`src/hpf_pkg.sv`:
```
/*
 pin-function select package: constants and carriers for the host port
 pin group (five shared pins). assumes one 250 MHz clock domain.
*/
`default_nettype none
package hpf_pkg;
	localparam int HPF_NPINS = 5;
	// pin indices within the group (port bits 10..14)
	localparam int PIN_ADDR = 0;
	localparam int PIN_RW = 1;
	localparam int PIN_DS = 2;
	localparam int PIN_CS = 3;
	localparam int PIN_REQ = 4;
	// per-pin gpio direction encoding
	localparam logic [1:0] GP_DISC = 2'h0;
	localparam logic [1:0] GP_IN = 2'h1;
	localparam logic [1:0] GP_OUT = 2'h2;
	// reset values: polarity 0 means active low
	localparam logic RST_POL = 1'h0;
	localparam logic RST_FUNC = 1'h0;
	localparam logic [9:0] RST_GP_DIR = 10'h000;
	localparam int SYNC_STAGES = 3;

	typedef struct packed {
		logic host_fn;
		logic muxed_bus;
		logic double_strobe;
		logic double_req;
		logic req_open_drain;
		logic pol_rd;
		logic pol_ds;
		logic pol_cs;
		logic pol_req;
	} hpf_cfg_t;

	typedef struct packed {
		logic host_addr_in_line_two;
		logic host_addr_in_line_nine;
		logic host_addr_in_line_ten;
		logic host_read_write_dir;
		logic host_read_strobe;
		logic host_single_strobe;
		logic host_write_strobe;
		logic host_select_in;
	} hpf_host_in_t;
endpackage
`default_nettype wire

```
`src/hpf_sync.sv`:
```
/*
 three-flop input synchroniser with agree filter.
 assumes async input, one clock; output changes once stages 2 and 3 agree.
*/
`default_nettype none
module hpf_sync
	import hpf_pkg::*;
#(
	parameter int WIDTH = HPF_NPINS
)
(
	// clock and reset
	input wire logic clk,
	input wire logic rst_n,
	// data
	input wire logic [WIDTH-1:0] din,
	output logic [WIDTH-1:0] dout
);
	initial
	begin
		if (WIDTH < 1)
			$error("hpf_sync: WIDTH must be positive");
	end

	logic [WIDTH-1:0] s1_reg, s2_reg, s3_reg, out_reg;
	logic [WIDTH-1:0] out_next;

	always_comb
	begin
		out_next = out_reg;
		for (int i = 0; i < WIDTH; i++)
		begin
			if (s2_reg[i] == s3_reg[i])
				out_next[i] = s3_reg[i];
		end
	end

	always_ff @(posedge clk or negedge rst_n)
	begin
		if (!rst_n)
		begin
			s1_reg <= '0;
			s2_reg <= '0;
			s3_reg <= '0;
			out_reg <= '0;
		end
		else
		begin
			s1_reg <= din;
			s2_reg <= s1_reg;
			s3_reg <= s2_reg;
			out_reg <= out_next;
		end
	end

	assign dout = out_reg;
endmodule
`default_nettype wire

```
`src/hpf_pin_select.sv`:
```
/*
 host port pin-function select for the five shared pins that carry
 address lines 2/9, read-write or read strobe, data or write strobe,
 chip select or address 10, and the host request output.
 assumes: configuration comes from same-clock logic; pins are async.
*/
`default_nettype none
// Function
// non-muxed host: pin0 is address line two
// muxed host: pin0 is address line nine
// muxed host: select pin is address ten
// single strobe: pin1 is read-write direction
// double strobe: pin1 read strobe, programmable polarity
// single strobe: pin2 data strobe, programmable polarity
// double strobe: pin2 write strobe, programmable polarity
// non-muxed: pin3 chip select, programmable polarity
// single request: pin4 host request, polarity
// double request: pin4 transmit request, polarity
// request output driven or open-drain
// gpio mode: each bit in/out/disconnected
// reset: all pins gpio disconnected
// inputs synchronised and made active high
module hpf_pin_select
	import hpf_pkg::*;
#(
	parameter int NPINS = HPF_NPINS
)
(
	// clock and reset
	input wire logic clk,
	input wire logic rstn,
	// configuration from same-clock logic
	input wire hpf_cfg_t cfg,
	input wire logic [2*NPINS-1:0] gp_dir,
	input wire logic [NPINS-1:0] gp_out_val,
	// request from the port's handshake logic, active high
	input wire logic req_int,
	// pins: input, output, output enable
	input wire logic [NPINS-1:0] pin_in,
	output logic [NPINS-1:0] pin_out,
	output logic [NPINS-1:0] pin_oe,
	// decoded host-side signals, active high
	output hpf_host_in_t host_in,
	output logic host_request_out,
	output logic host_transmit_request_out,
	// gpio read back (port bits 10..14)
	output logic [NPINS-1:0] gp_in_val
);
	initial
	begin
		if (NPINS != HPF_NPINS)
			$error("hpf_pin_select: NPINS must equal the pin group size");
	end

	// ---------------------------------------------------------------
	// reset release
	// ---------------------------------------------------------------
	logic rst_s1_reg, rst_s2_reg;
	logic rst_n;

	always_ff @(posedge clk or negedge rstn)
	begin
		if (!rstn)
		begin
			rst_s1_reg <= 1'h0;
			rst_s2_reg <= 1'h0;
		end
		else
		begin
			rst_s1_reg <= 1'h1;
			rst_s2_reg <= rst_s1_reg;
		end
	end

	assign rst_n = rst_s2_reg;

	// ---------------------------------------------------------------
	// pin input synchronisation
	// ---------------------------------------------------------------
	logic [NPINS-1:0] pin_sync;

	hpf_sync #(
		.WIDTH(NPINS)
	) u_sync (
		.clk(clk),
		.rst_n(rst_n),
		.din(pin_in),
		.dout(pin_sync)
	);

	// ---------------------------------------------------------------
	// helpers
	// ---------------------------------------------------------------
	// polarity fix: pol 0 means the pin is active low
	function automatic logic to_active_high(input logic lvl, input logic pol);
		to_active_high = pol ? lvl : ~lvl;
	endfunction

	function automatic logic [1:0] dir_of(input logic [2*NPINS-1:0] d, input int idx);
		dir_of = d[2*idx +: 2];
	endfunction

	// ---------------------------------------------------------------
	// input decode
	// ---------------------------------------------------------------
	hpf_host_in_t host_in_reg, host_in_next;
	logic [NPINS-1:0] gp_in_reg, gp_in_next;

	always_comb
	begin
		host_in_next = '0;
		gp_in_next = '0;
		if (cfg.host_fn)
		begin
			if (cfg.muxed_bus)
			begin
				host_in_next.host_addr_in_line_nine = pin_sync[PIN_ADDR];
				host_in_next.host_addr_in_line_ten = pin_sync[PIN_CS];
			end
			else
			begin
				host_in_next.host_addr_in_line_two = pin_sync[PIN_ADDR];
				host_in_next.host_select_in = to_active_high(pin_sync[PIN_CS], cfg.pol_cs);
			end
			if (cfg.double_strobe)
			begin
				host_in_next.host_read_strobe = to_active_high(pin_sync[PIN_RW], cfg.pol_rd);
				host_in_next.host_write_strobe = to_active_high(pin_sync[PIN_DS], cfg.pol_ds);
			end
			else
			begin
				host_in_next.host_read_write_dir = pin_sync[PIN_RW];
				host_in_next.host_single_strobe = to_active_high(pin_sync[PIN_DS], cfg.pol_ds);
			end
		end
		else
		begin
			// disconnected or output bits read as zero, not the pin
			for (int i = 0; i < NPINS; i++)
			begin
				if (dir_of(gp_dir, i) == GP_IN)
					gp_in_next[i] = pin_sync[i];
			end
		end
	end

	// ---------------------------------------------------------------
	// output drive
	// ---------------------------------------------------------------
	logic [NPINS-1:0] pin_out_reg, pin_out_next;
	logic [NPINS-1:0] pin_oe_reg, pin_oe_next;
	logic req_reg, req_next;
	logic treq_reg, treq_next;
	logic req_level;

	always_comb
	begin
		pin_out_next = '0;
		pin_oe_next = '0;
		req_next = 1'h0;
		treq_next = 1'h0;
		req_level = req_int ^ ~cfg.pol_req;
		if (cfg.host_fn)
		begin
			if (cfg.double_req)
				treq_next = req_int;
			else
				req_next = req_int;
			pin_out_next[PIN_REQ] = req_level;
			// open drain only drives while asserted, otherwise floats
			if (cfg.req_open_drain)
				pin_oe_next[PIN_REQ] = req_int;
			else
				pin_oe_next[PIN_REQ] = 1'h1;
		end
		else
		begin
			for (int i = 0; i < NPINS; i++)
			begin
				if (dir_of(gp_dir, i) == GP_OUT)
				begin
					pin_out_next[i] = gp_out_val[i];
					pin_oe_next[i] = 1'h1;
				end
			end
		end
	end

	// ---------------------------------------------------------------
	// state registers
	// ---------------------------------------------------------------
	// everything clears to gpio disconnected: no drive, inputs read zero
	always_ff @(posedge clk or negedge rst_n)
	begin
		if (!rst_n)
		begin
			host_in_reg <= '0;
			gp_in_reg <= '0;
			pin_out_reg <= '0;
			pin_oe_reg <= '0;
			req_reg <= 1'h0;
			treq_reg <= 1'h0;
		end
		else
		begin
			host_in_reg <= host_in_next;
			gp_in_reg <= gp_in_next;
			pin_out_reg <= pin_out_next;
			pin_oe_reg <= pin_oe_next;
			req_reg <= req_next;
			treq_reg <= treq_next;
		end
	end

	assign host_in = host_in_reg;
	assign gp_in_val = gp_in_reg;
	assign pin_out = pin_out_reg;
	assign pin_oe = pin_oe_reg;
	assign host_request_out = req_reg;
	assign host_transmit_request_out = treq_reg;
endmodule
`default_nettype wire

```
`config.mk`:
```
export PLATFORM = sky130hd
export DESIGN_NAME = hpf_pin_select
export DESIGN_NICKNAME = d
export VERILOG_FILES = /design/src/hpf_pkg.sv /design/src/hpf_sync.sv /design/src/hpf_pin_select.sv
export SDC_FILE = /design/constraint.sdc
export NUM_CORES = 1
export LEC_CHECK = 0
export BUFFER_PORTS_ARGS = -buffer_cell sky130_fd_sc_hd__buf_2
export CORE_UTILIZATION = 47
export CTS_CLUSTER_DIAMETER = 30
export DETAILED_ROUTE_END_ITERATION = 12
export PLACE_DENSITY_LB_ADDON = 0.3
export SLEW_MARGIN = 20
export SYNTH_ARGS = -nofsm -noshare
export SYNTH_HDL_FRONTEND = slang
export SYNTH_SLANG_ARGS = --single-unit
```
`constraint.sdc`:
```
create_clock -name clk -period 1.7 [get_ports clk]
set_input_delay 0.255 -clock clk [delete_from_list [all_inputs] [get_ports clk]]
set_output_delay 0.255 -clock clk [all_outputs]
set_load 0.1 [all_outputs]
```
* Word level (Yosys, flattened, before mapping)
Cells that the tools add are included.
** Word-level totals
- Input port bits :: 32
- Register bits :: 47
- Output and inout bits :: 25
- Logic and storage cells :: 79
** Cells by class
- Equal/unequal tests :: 15
- Multiplexer cells :: 36
- Bitwise gates (word level) :: 5
** Operators with widths (count)
- 1-bit two-way mux :: 31
- 2-bit by 1-bit equality test with 1-bit output (second input constant) :: 5
- 2-bit equality test (second input constant) :: 5
- 4-bit two-way mux :: 2
- 8-bit two-way mux :: 1
- 1-bit equality test :: 5
- 5-bit two-way mux :: 1
- 1-bit inverter :: 4
- 2-bit two-way mux :: 1
- 1-bit bitwise XOR :: 1

* Logic depth before layout (Yosys ltp)
Gate-level depths: netlist of the first run.
- Word-level depth :: 4
- Depth in mapped cells :: 3
- Gate-level depth less buffers :: 2

* Cells and area by module
From an unflattened synthesis of the first run, not the netlist that was laid out.
** Second synthesis, totals
- Cell total of the unflattened synthesis :: 89
- Area total of the unflattened synthesis :: 1514.0 µm²
** Modules (own cells, without submodules)
- hpf_pin_select :: seq. area each 675.6 µm², area each 957.2 µm², cells each 64, instances 1
- hpf_sync :: seq. area each 500.5 µm², area each 556.8 µm², cells each 25, instances 1

* Least setup slack after synthesis of the first run
Ideal clock, no wire load.
- Kind :: flip-flop to output port
- Start :: reg gp_in_reg[0], in the netlist gp_in_val[0]
- End :: out gp_in_val[0]
- Stages on the path, launching flop included :: 1
- Data required time :: 1445 ps
- Slack :: 562 ps
- Path buffers :: 0
- Arrival :: 883 ps
- Path through :: dfrtp_1
** RTL lines
- start: declaration :: line hpf_pin_select.sv:107 : logic [NPINS-1:0] gp_in_reg, gp_in_next;
- start signal: assignment :: line hpf_pin_select.sv:207 : gp_in_reg <= gp_in_next;
- end: declaration :: line hpf_pin_select.sv:47 : output logic [NPINS-1:0] gp_in_val
No word-level cell between the ends.

* Worst setup path in the final report of the first run
- Start :: reg pin_oe_reg[0], in the netlist pin_oe[0]
- End :: out pin_oe[0]
** RTL lines
- start: declaration :: line hpf_pin_select.sv:151 : logic [NPINS-1:0] pin_oe_reg, pin_oe_next;
- start signal: assignment :: line hpf_pin_select.sv:209 : pin_oe_reg <= pin_oe_next;
- end: declaration :: line hpf_pin_select.sv:41 : output logic [NPINS-1:0] pin_oe,
No word-level cell between the ends.

==> flow_metrics.tcl, run 1 <==
set metrics [dict create \
    met1_length_mm 1.05 \
    rows 20 \
    finalNonFillerCells 202 \
    final_hold_viol_count 0 \
    grt_max_degree 28 \
    worstPathRequired_ps 1440 \
    clk_latency_ps 340 \
    hold_path.class "primary input to register" \
    synth.distinct_cells 21 \
    route.vias.total 917 \
    endpoint_kind "output port" \
    setup_violations 0 \
    crit_chain "buf_2" \
    leakage_nw 1.03 \
    status "finished clean" \
    drv_slew 0 \
    wl_mm 2.48 \
    path_class "register to output port" \
    cts_root_buf "clkbuf_4" \
    fin_setup_tns_ps 0 \
    drt_iter0_markers 11 \
    port_buffers 56 \
    ys_seq_area_share_pct 76.5 \
    die_h_um 59.2 \
    clk_pin_slew_ps 120 \
    finalClockSkew_ps 11.6 \
    crit_family "buffers and inverters" \
    area_growth_pct 28.7 \
    dp_hpwl_mm 1.83 \
    tritoncts.num_buffers 5 \
    routed.top_layer "met4" \
    drtPass1Iterations 2 \
    layout_commonest_cell "buf_2" \
    powerDensity_nw_per_um2 1030 \
    syn_avg_cell_area_um2 17.1 \
    start_util_pct 49.9 \
    clockBufferDepth 2 \
    ys_ff_latch 47 \
    holdWs_ps 24.6 \
    clkSinkCount 47 \
    mostFrequentLayoutCells "56 x buf_2, 46 x dfrtp_1" \
    nets 189 \
    max_freq_mhz 730 \
    syn_inst 90 \
    grt_pass1_vias 914 \
    worstPathArrival_ps 1120 \
    ant_nets 0 \
    start_kind "register" \
    grt_usage_pct 16.3 \
    post_drt_via_cell_ratio 4.54 \
    cp_slowest_cell "buf_2" \
    yosysWarnings 0 \
    drc 0 \
    drive_gt1_share_pct 47.5 \
    fin_crit_sh_pct 80.6 \
    slowest_delay_ps 420 \
    fin_crit_ps 1370 \
    gr-total-overflow 0 \
    crit_fanout 1 \
    path_buf_inv 1 \
    route.met2.wl_mm 1.26 \
    core-area_um2 3080 \
    synth_area_um2 1540 \
    wl_per_cell_um 12.3 \
    maxCapViolations 0 \
    syn_nets 122 \
    dieArea_um2 3500 \
    grt_pass1_wl_mm 4.00 \
    cts_tree "yes" \
    vdd_drop_max_v 0.000579 \
    gp_congestion 0.640 \
    io_pins 57 \
    n_antenna_cell 0 \
    fp.dieW_um 59.2 \
    largest_reg_flops 8 \
    htree_levels 2 \
    rsz0062_at_grt "false" \
    wl_met3_um 123 \
    dp_cells 189 \
    grt_antenna_before_repair 0 \
]
cells by family (layout without fill, tap and decap cells):
| logic type | after synthesis | count (layout) | share of synthesized area [%] |
|---|---|---|---|
| other | 1 | 1 | 0.244 |
| flip-flops | 47 | 47 | 76.5 |
| adder cells (fa/ha/maj) | 5 | 5 | 3.26 |
| XOR/XNOR | 4 | 4 | 2.28 |
| AO/OA/AOI/OAI | 2 | 2 | 1.06 |
| buffers and inverters | 2 | 70 | 1.22 |
| AND/OR/NAND/NOR | 29 | 29 | 15.4 |
repair_timing:
item	4_1_cts	5_1_grt
setup buffers	0	0
endpoints found under the hold margin	5	1
hold buffers	4	1
gates resized for setup	0	0
layout make-up:
cell class / count / area, µm²
Timing Repair Buffer: 62 / 350
Clock inverter: 2 / 12.5
Clock buffer: 6 / 41.3
Multi-Input combinational cell: 41 / 342
Sequential cell: 47 / 1180
Tap cell: 44 / 55.1
Fill cell: 249 / 1100
through the flow:
step	power [mW]	utilization, %	setup slack, ps	area, µm²
final	2.05	64.3	329	1980
after global routing	2.13	64.3	272	1980
after CTS	2.08	63.9	299	1970
after detailed placement	1.58	60.9	599	1870
after global placement	1.57	60.9	671	1870
after floorplan	1.49	-	295	1540
final timing paths:
path / start / slack [ps] / depth (start not counted) / to
max in group asynchronous: rst_n / 1020 / 1 / host_request_out
hold / removal: pin_in[3] / 20 / 1 / u_sync.s1_reg[3]
hold reg to reg: rst_n / 210 / 0 / u_sync.dout[0]
setup / recovery: pin_oe[0] / 330 / 1 / pin_oe[0]
setup reg to reg: u_sync.dout[0] / 790 / 1 / u_sync.dout[0]
min in group asynchronous: rst_n / 210 / 0 / u_sync.dout[0]
Yosys cell counts, drive strengths merged:
master / number / area share [%]
and2: 4 / 1.6
nand2: 3 / 0.73
o21a: 1 / 0.49
xor2: 3 / 1.7
buf: 2 / 1.2
nand3b: 1 / 0.49
conb: 1 / 0.24
maj3: 5 / 3.3
nor2b: 2 / 0.81
and4bb: 5 / 4.1
a22o: 1 / 0.57
nor3b: 6 / 4.7
xnor2: 1 / 0.57
and3b: 1 / 0.65
dfrtp: 47 / 77
nor2: 4 / 0.98
and3: 3 / 1.3
report_power, final:
part | leakage (nW) | switching (mW) | internal [mW] | total (mW)
clock network | 0.0282 | 0.321 | 0.160 | 0.481
registers | 0.591 | 0.0342 | 1.18 | 1.21
logic | 0.410 | 0.265 | 0.0912 | 0.356
total | 1.03 | 0.620 | 1.43 | 2.05
per-layer routing:
| layer | GRT usage [%] | up-vias |
|---|---|---|
| met2 | 27.3 | 32 |
| met4 | 10.2 | 0 |
| li1 | - | 432 |
| met1 | 18.5 | 449 |
| met5 | 0 | - |
| met3 | 4.37 | 4 |
(Power assumes the default switching activity.)
==> run 2: changes to the inputs <==
==> constraint.sdc (replaced) <==
create_clock -name clk -period 1.35 [get_ports clk]
set_input_delay 0.2025 -clock clk [delete_from_list [all_inputs] [get_ports clk]]
set_output_delay 0.2025 -clock clk [all_outputs]
set_load 0.1 [all_outputs]
==> flow_metrics.tcl, run 2 (synthesis results as in run 1) <==
set metrics [dict create \
    grt_pass1_vias 914 \
    crit_family "buffers and inverters" \
    clk_latency_ps 350 \
    power_frac_comb_pct 18.0 \
    place_area_um2 1870 \
    cts_root_buf "clkbuf_4" \
    busiest_layer "met2" \
    htree_levels 2 \
    power.share.clock_pct 23.3 \
    path_buf_inv 1 \
    io_pins 57 \
    clkSinkCount 47 \
    layout_commonest_cell "dfrtp_1" \
    mostFrequentLayoutCells "46 x dfrtp_1, 34 x buf_2, 26 x clkbuf_4, 8 x dlygate4sd3_1" \
    largest_reg_flops 8 \
    n_antenna_cell 0 \
    cts_tree "yes" \
    p_sw_share_pct 30.1 \
    dp_hpwl_mm 1.83 \
    status "finished clean" \
    rows 20 \
    switching_power_mw 0.781 \
    finalClockSkew_ps 5.07 \
    fin_crit_sh_pct 96.5 \
    max_freq_mhz 767 \
    gp_congestion 0.697 \
    clockBufferDepth 2 \
    drv_slew 0 \
    min_from "cfg[6]" \
    fin_area_um2 2060 \
    setup_violations 0 \
    wl_per_cell_um 12.6 \
    core-area_um2 3080 \
    cts_setup_buffers 0 \
    nets 192 \
    fp.dieW_um 59.2 \
    r2r-start "u_sync.dout[1]" \
    worstPathRequired_ps 1150 \
    final_hold_viol_count 0 \
    tritoncts.num_buffers 5 \
    fin_crit_ps 1300 \
    route.vias.total 905 \
    wl_mm 2.59 \
    hold_path.class "primary input to register" \
    drc 0 \
    fillCellCount 235 \
    clk_pin_slew_ps 120 \
    maxCapViolations 0 \
    grt_usage_pct 17.4 \
    pwr-share-seq_pct 58.6 \
    crit_fanout 1 \
    powerDensity_nw_per_um2 1260 \
    fin_setup_tns_ps 0 \
    leakage_nw 1.03 \
    fin_ws_ps 46.6 \
    cp_slowest_cell "buf_2" \
    worstPathArrival_ps 1100 \
    crit_chain "buf_2" \
    p_int_mw 1.82 \
    ant_nets 0 \
    grt_max_degree 28 \
    vdd_drop_max_v 0.000720 \
    drt_iter0_markers 19 \
    grt_pass1_wl_mm 4.13 \
    gr-total-overflow 0 \
    drive_gt1_share_pct 46.0 \
    rsz0062_at_grt "false" \
    path_class "register to output port" \
    register_area_um2 1180 \
    grt_use_met3_pct 8.30 \
    final_util_pct 66.9 \
    slowest_delay_ps 410 \
    multiInputGateArea_um2 342 \
    die_h_um 59.2 \
    grt.met2_usage_pct 25.8 \
    post_drt_via_cell_ratio 4.41 \
    pre_cts_ws_ps 335 \
    start_kind "register" \
    grt_antenna_before_repair 0 \
    endpoint_kind "output port" \
    port_buffers 56 \
    drtPass1Iterations 4 \
    area_growth_pct 34.0 \
    use_met1_pct 20.6 \
    dieArea_um2 3500 \
    startpoint "pin_out[4]" \
    start_util_pct 49.9 \
]
## run 2: metal layers
| layer | vias up | part of all wire, % |
|---|---|---|
| li1 | 438 | - |
| met1 | 427 | 42 |
| met2 | 36 | 48 |
| met3 | 4 | 7.1 |
| met4 | 0 | 2.0 |
| met5 | - | 0 |
## run 2: area by class of cell
class / instances / share of cell area, %
timing repair buffer: 65 / 21.1
tap: 44 / 2.67
clock buffer: 7 / 2.19
multi-input combinational: 41 / 16.6
sequential: 47 / 57.2
clock inverter: 1 / 0.243
## run 2: power groups by stage
stage	clock (mW)	sequential, mW	combinational (mW)
after floorplan	0	1.80	0.0732
after global placement	0	1.55	0.432
after detailed placement	0	1.55	0.441
after CTS	0.636	1.53	0.460
after global routing	0.696	1.54	0.492
final	0.606	1.52	0.469
## run 2: repair_timing
action                                 CTS  global route
endpoints found under the hold margin    9             0
setup endpoints to repair                1            21
resized for setup                        1            21
hold buffers                             8             0
gates cloned                             0             0
## run 2: path summary, 6_finish.rpt
check | to | slack (ps) | cells past startpoint
worst max-delay path | pin_out[4] | 50 | 1
worst min-delay path | host_in[2] | 30 | 2
worst max register to register | u_sync.dout[1] | 430 | 1
worst min register to register | u_sync.s2_reg[0] | 220 | 0
max in group asynchronous | pin_oe[1] | 650 | 1
min in group asynchronous | rst_n | 150 | 2
## run 2: metrics by stage
stage	cells	total power [mW]	hold WS, ps
finish	205	2.60	28.7
global route	205	2.72	4.94
CTS	205	2.62	8.21
detailed placement	189	1.99	-9.67
global placement	189	1.98	-12.5
floorplan	90	1.87	-93.1
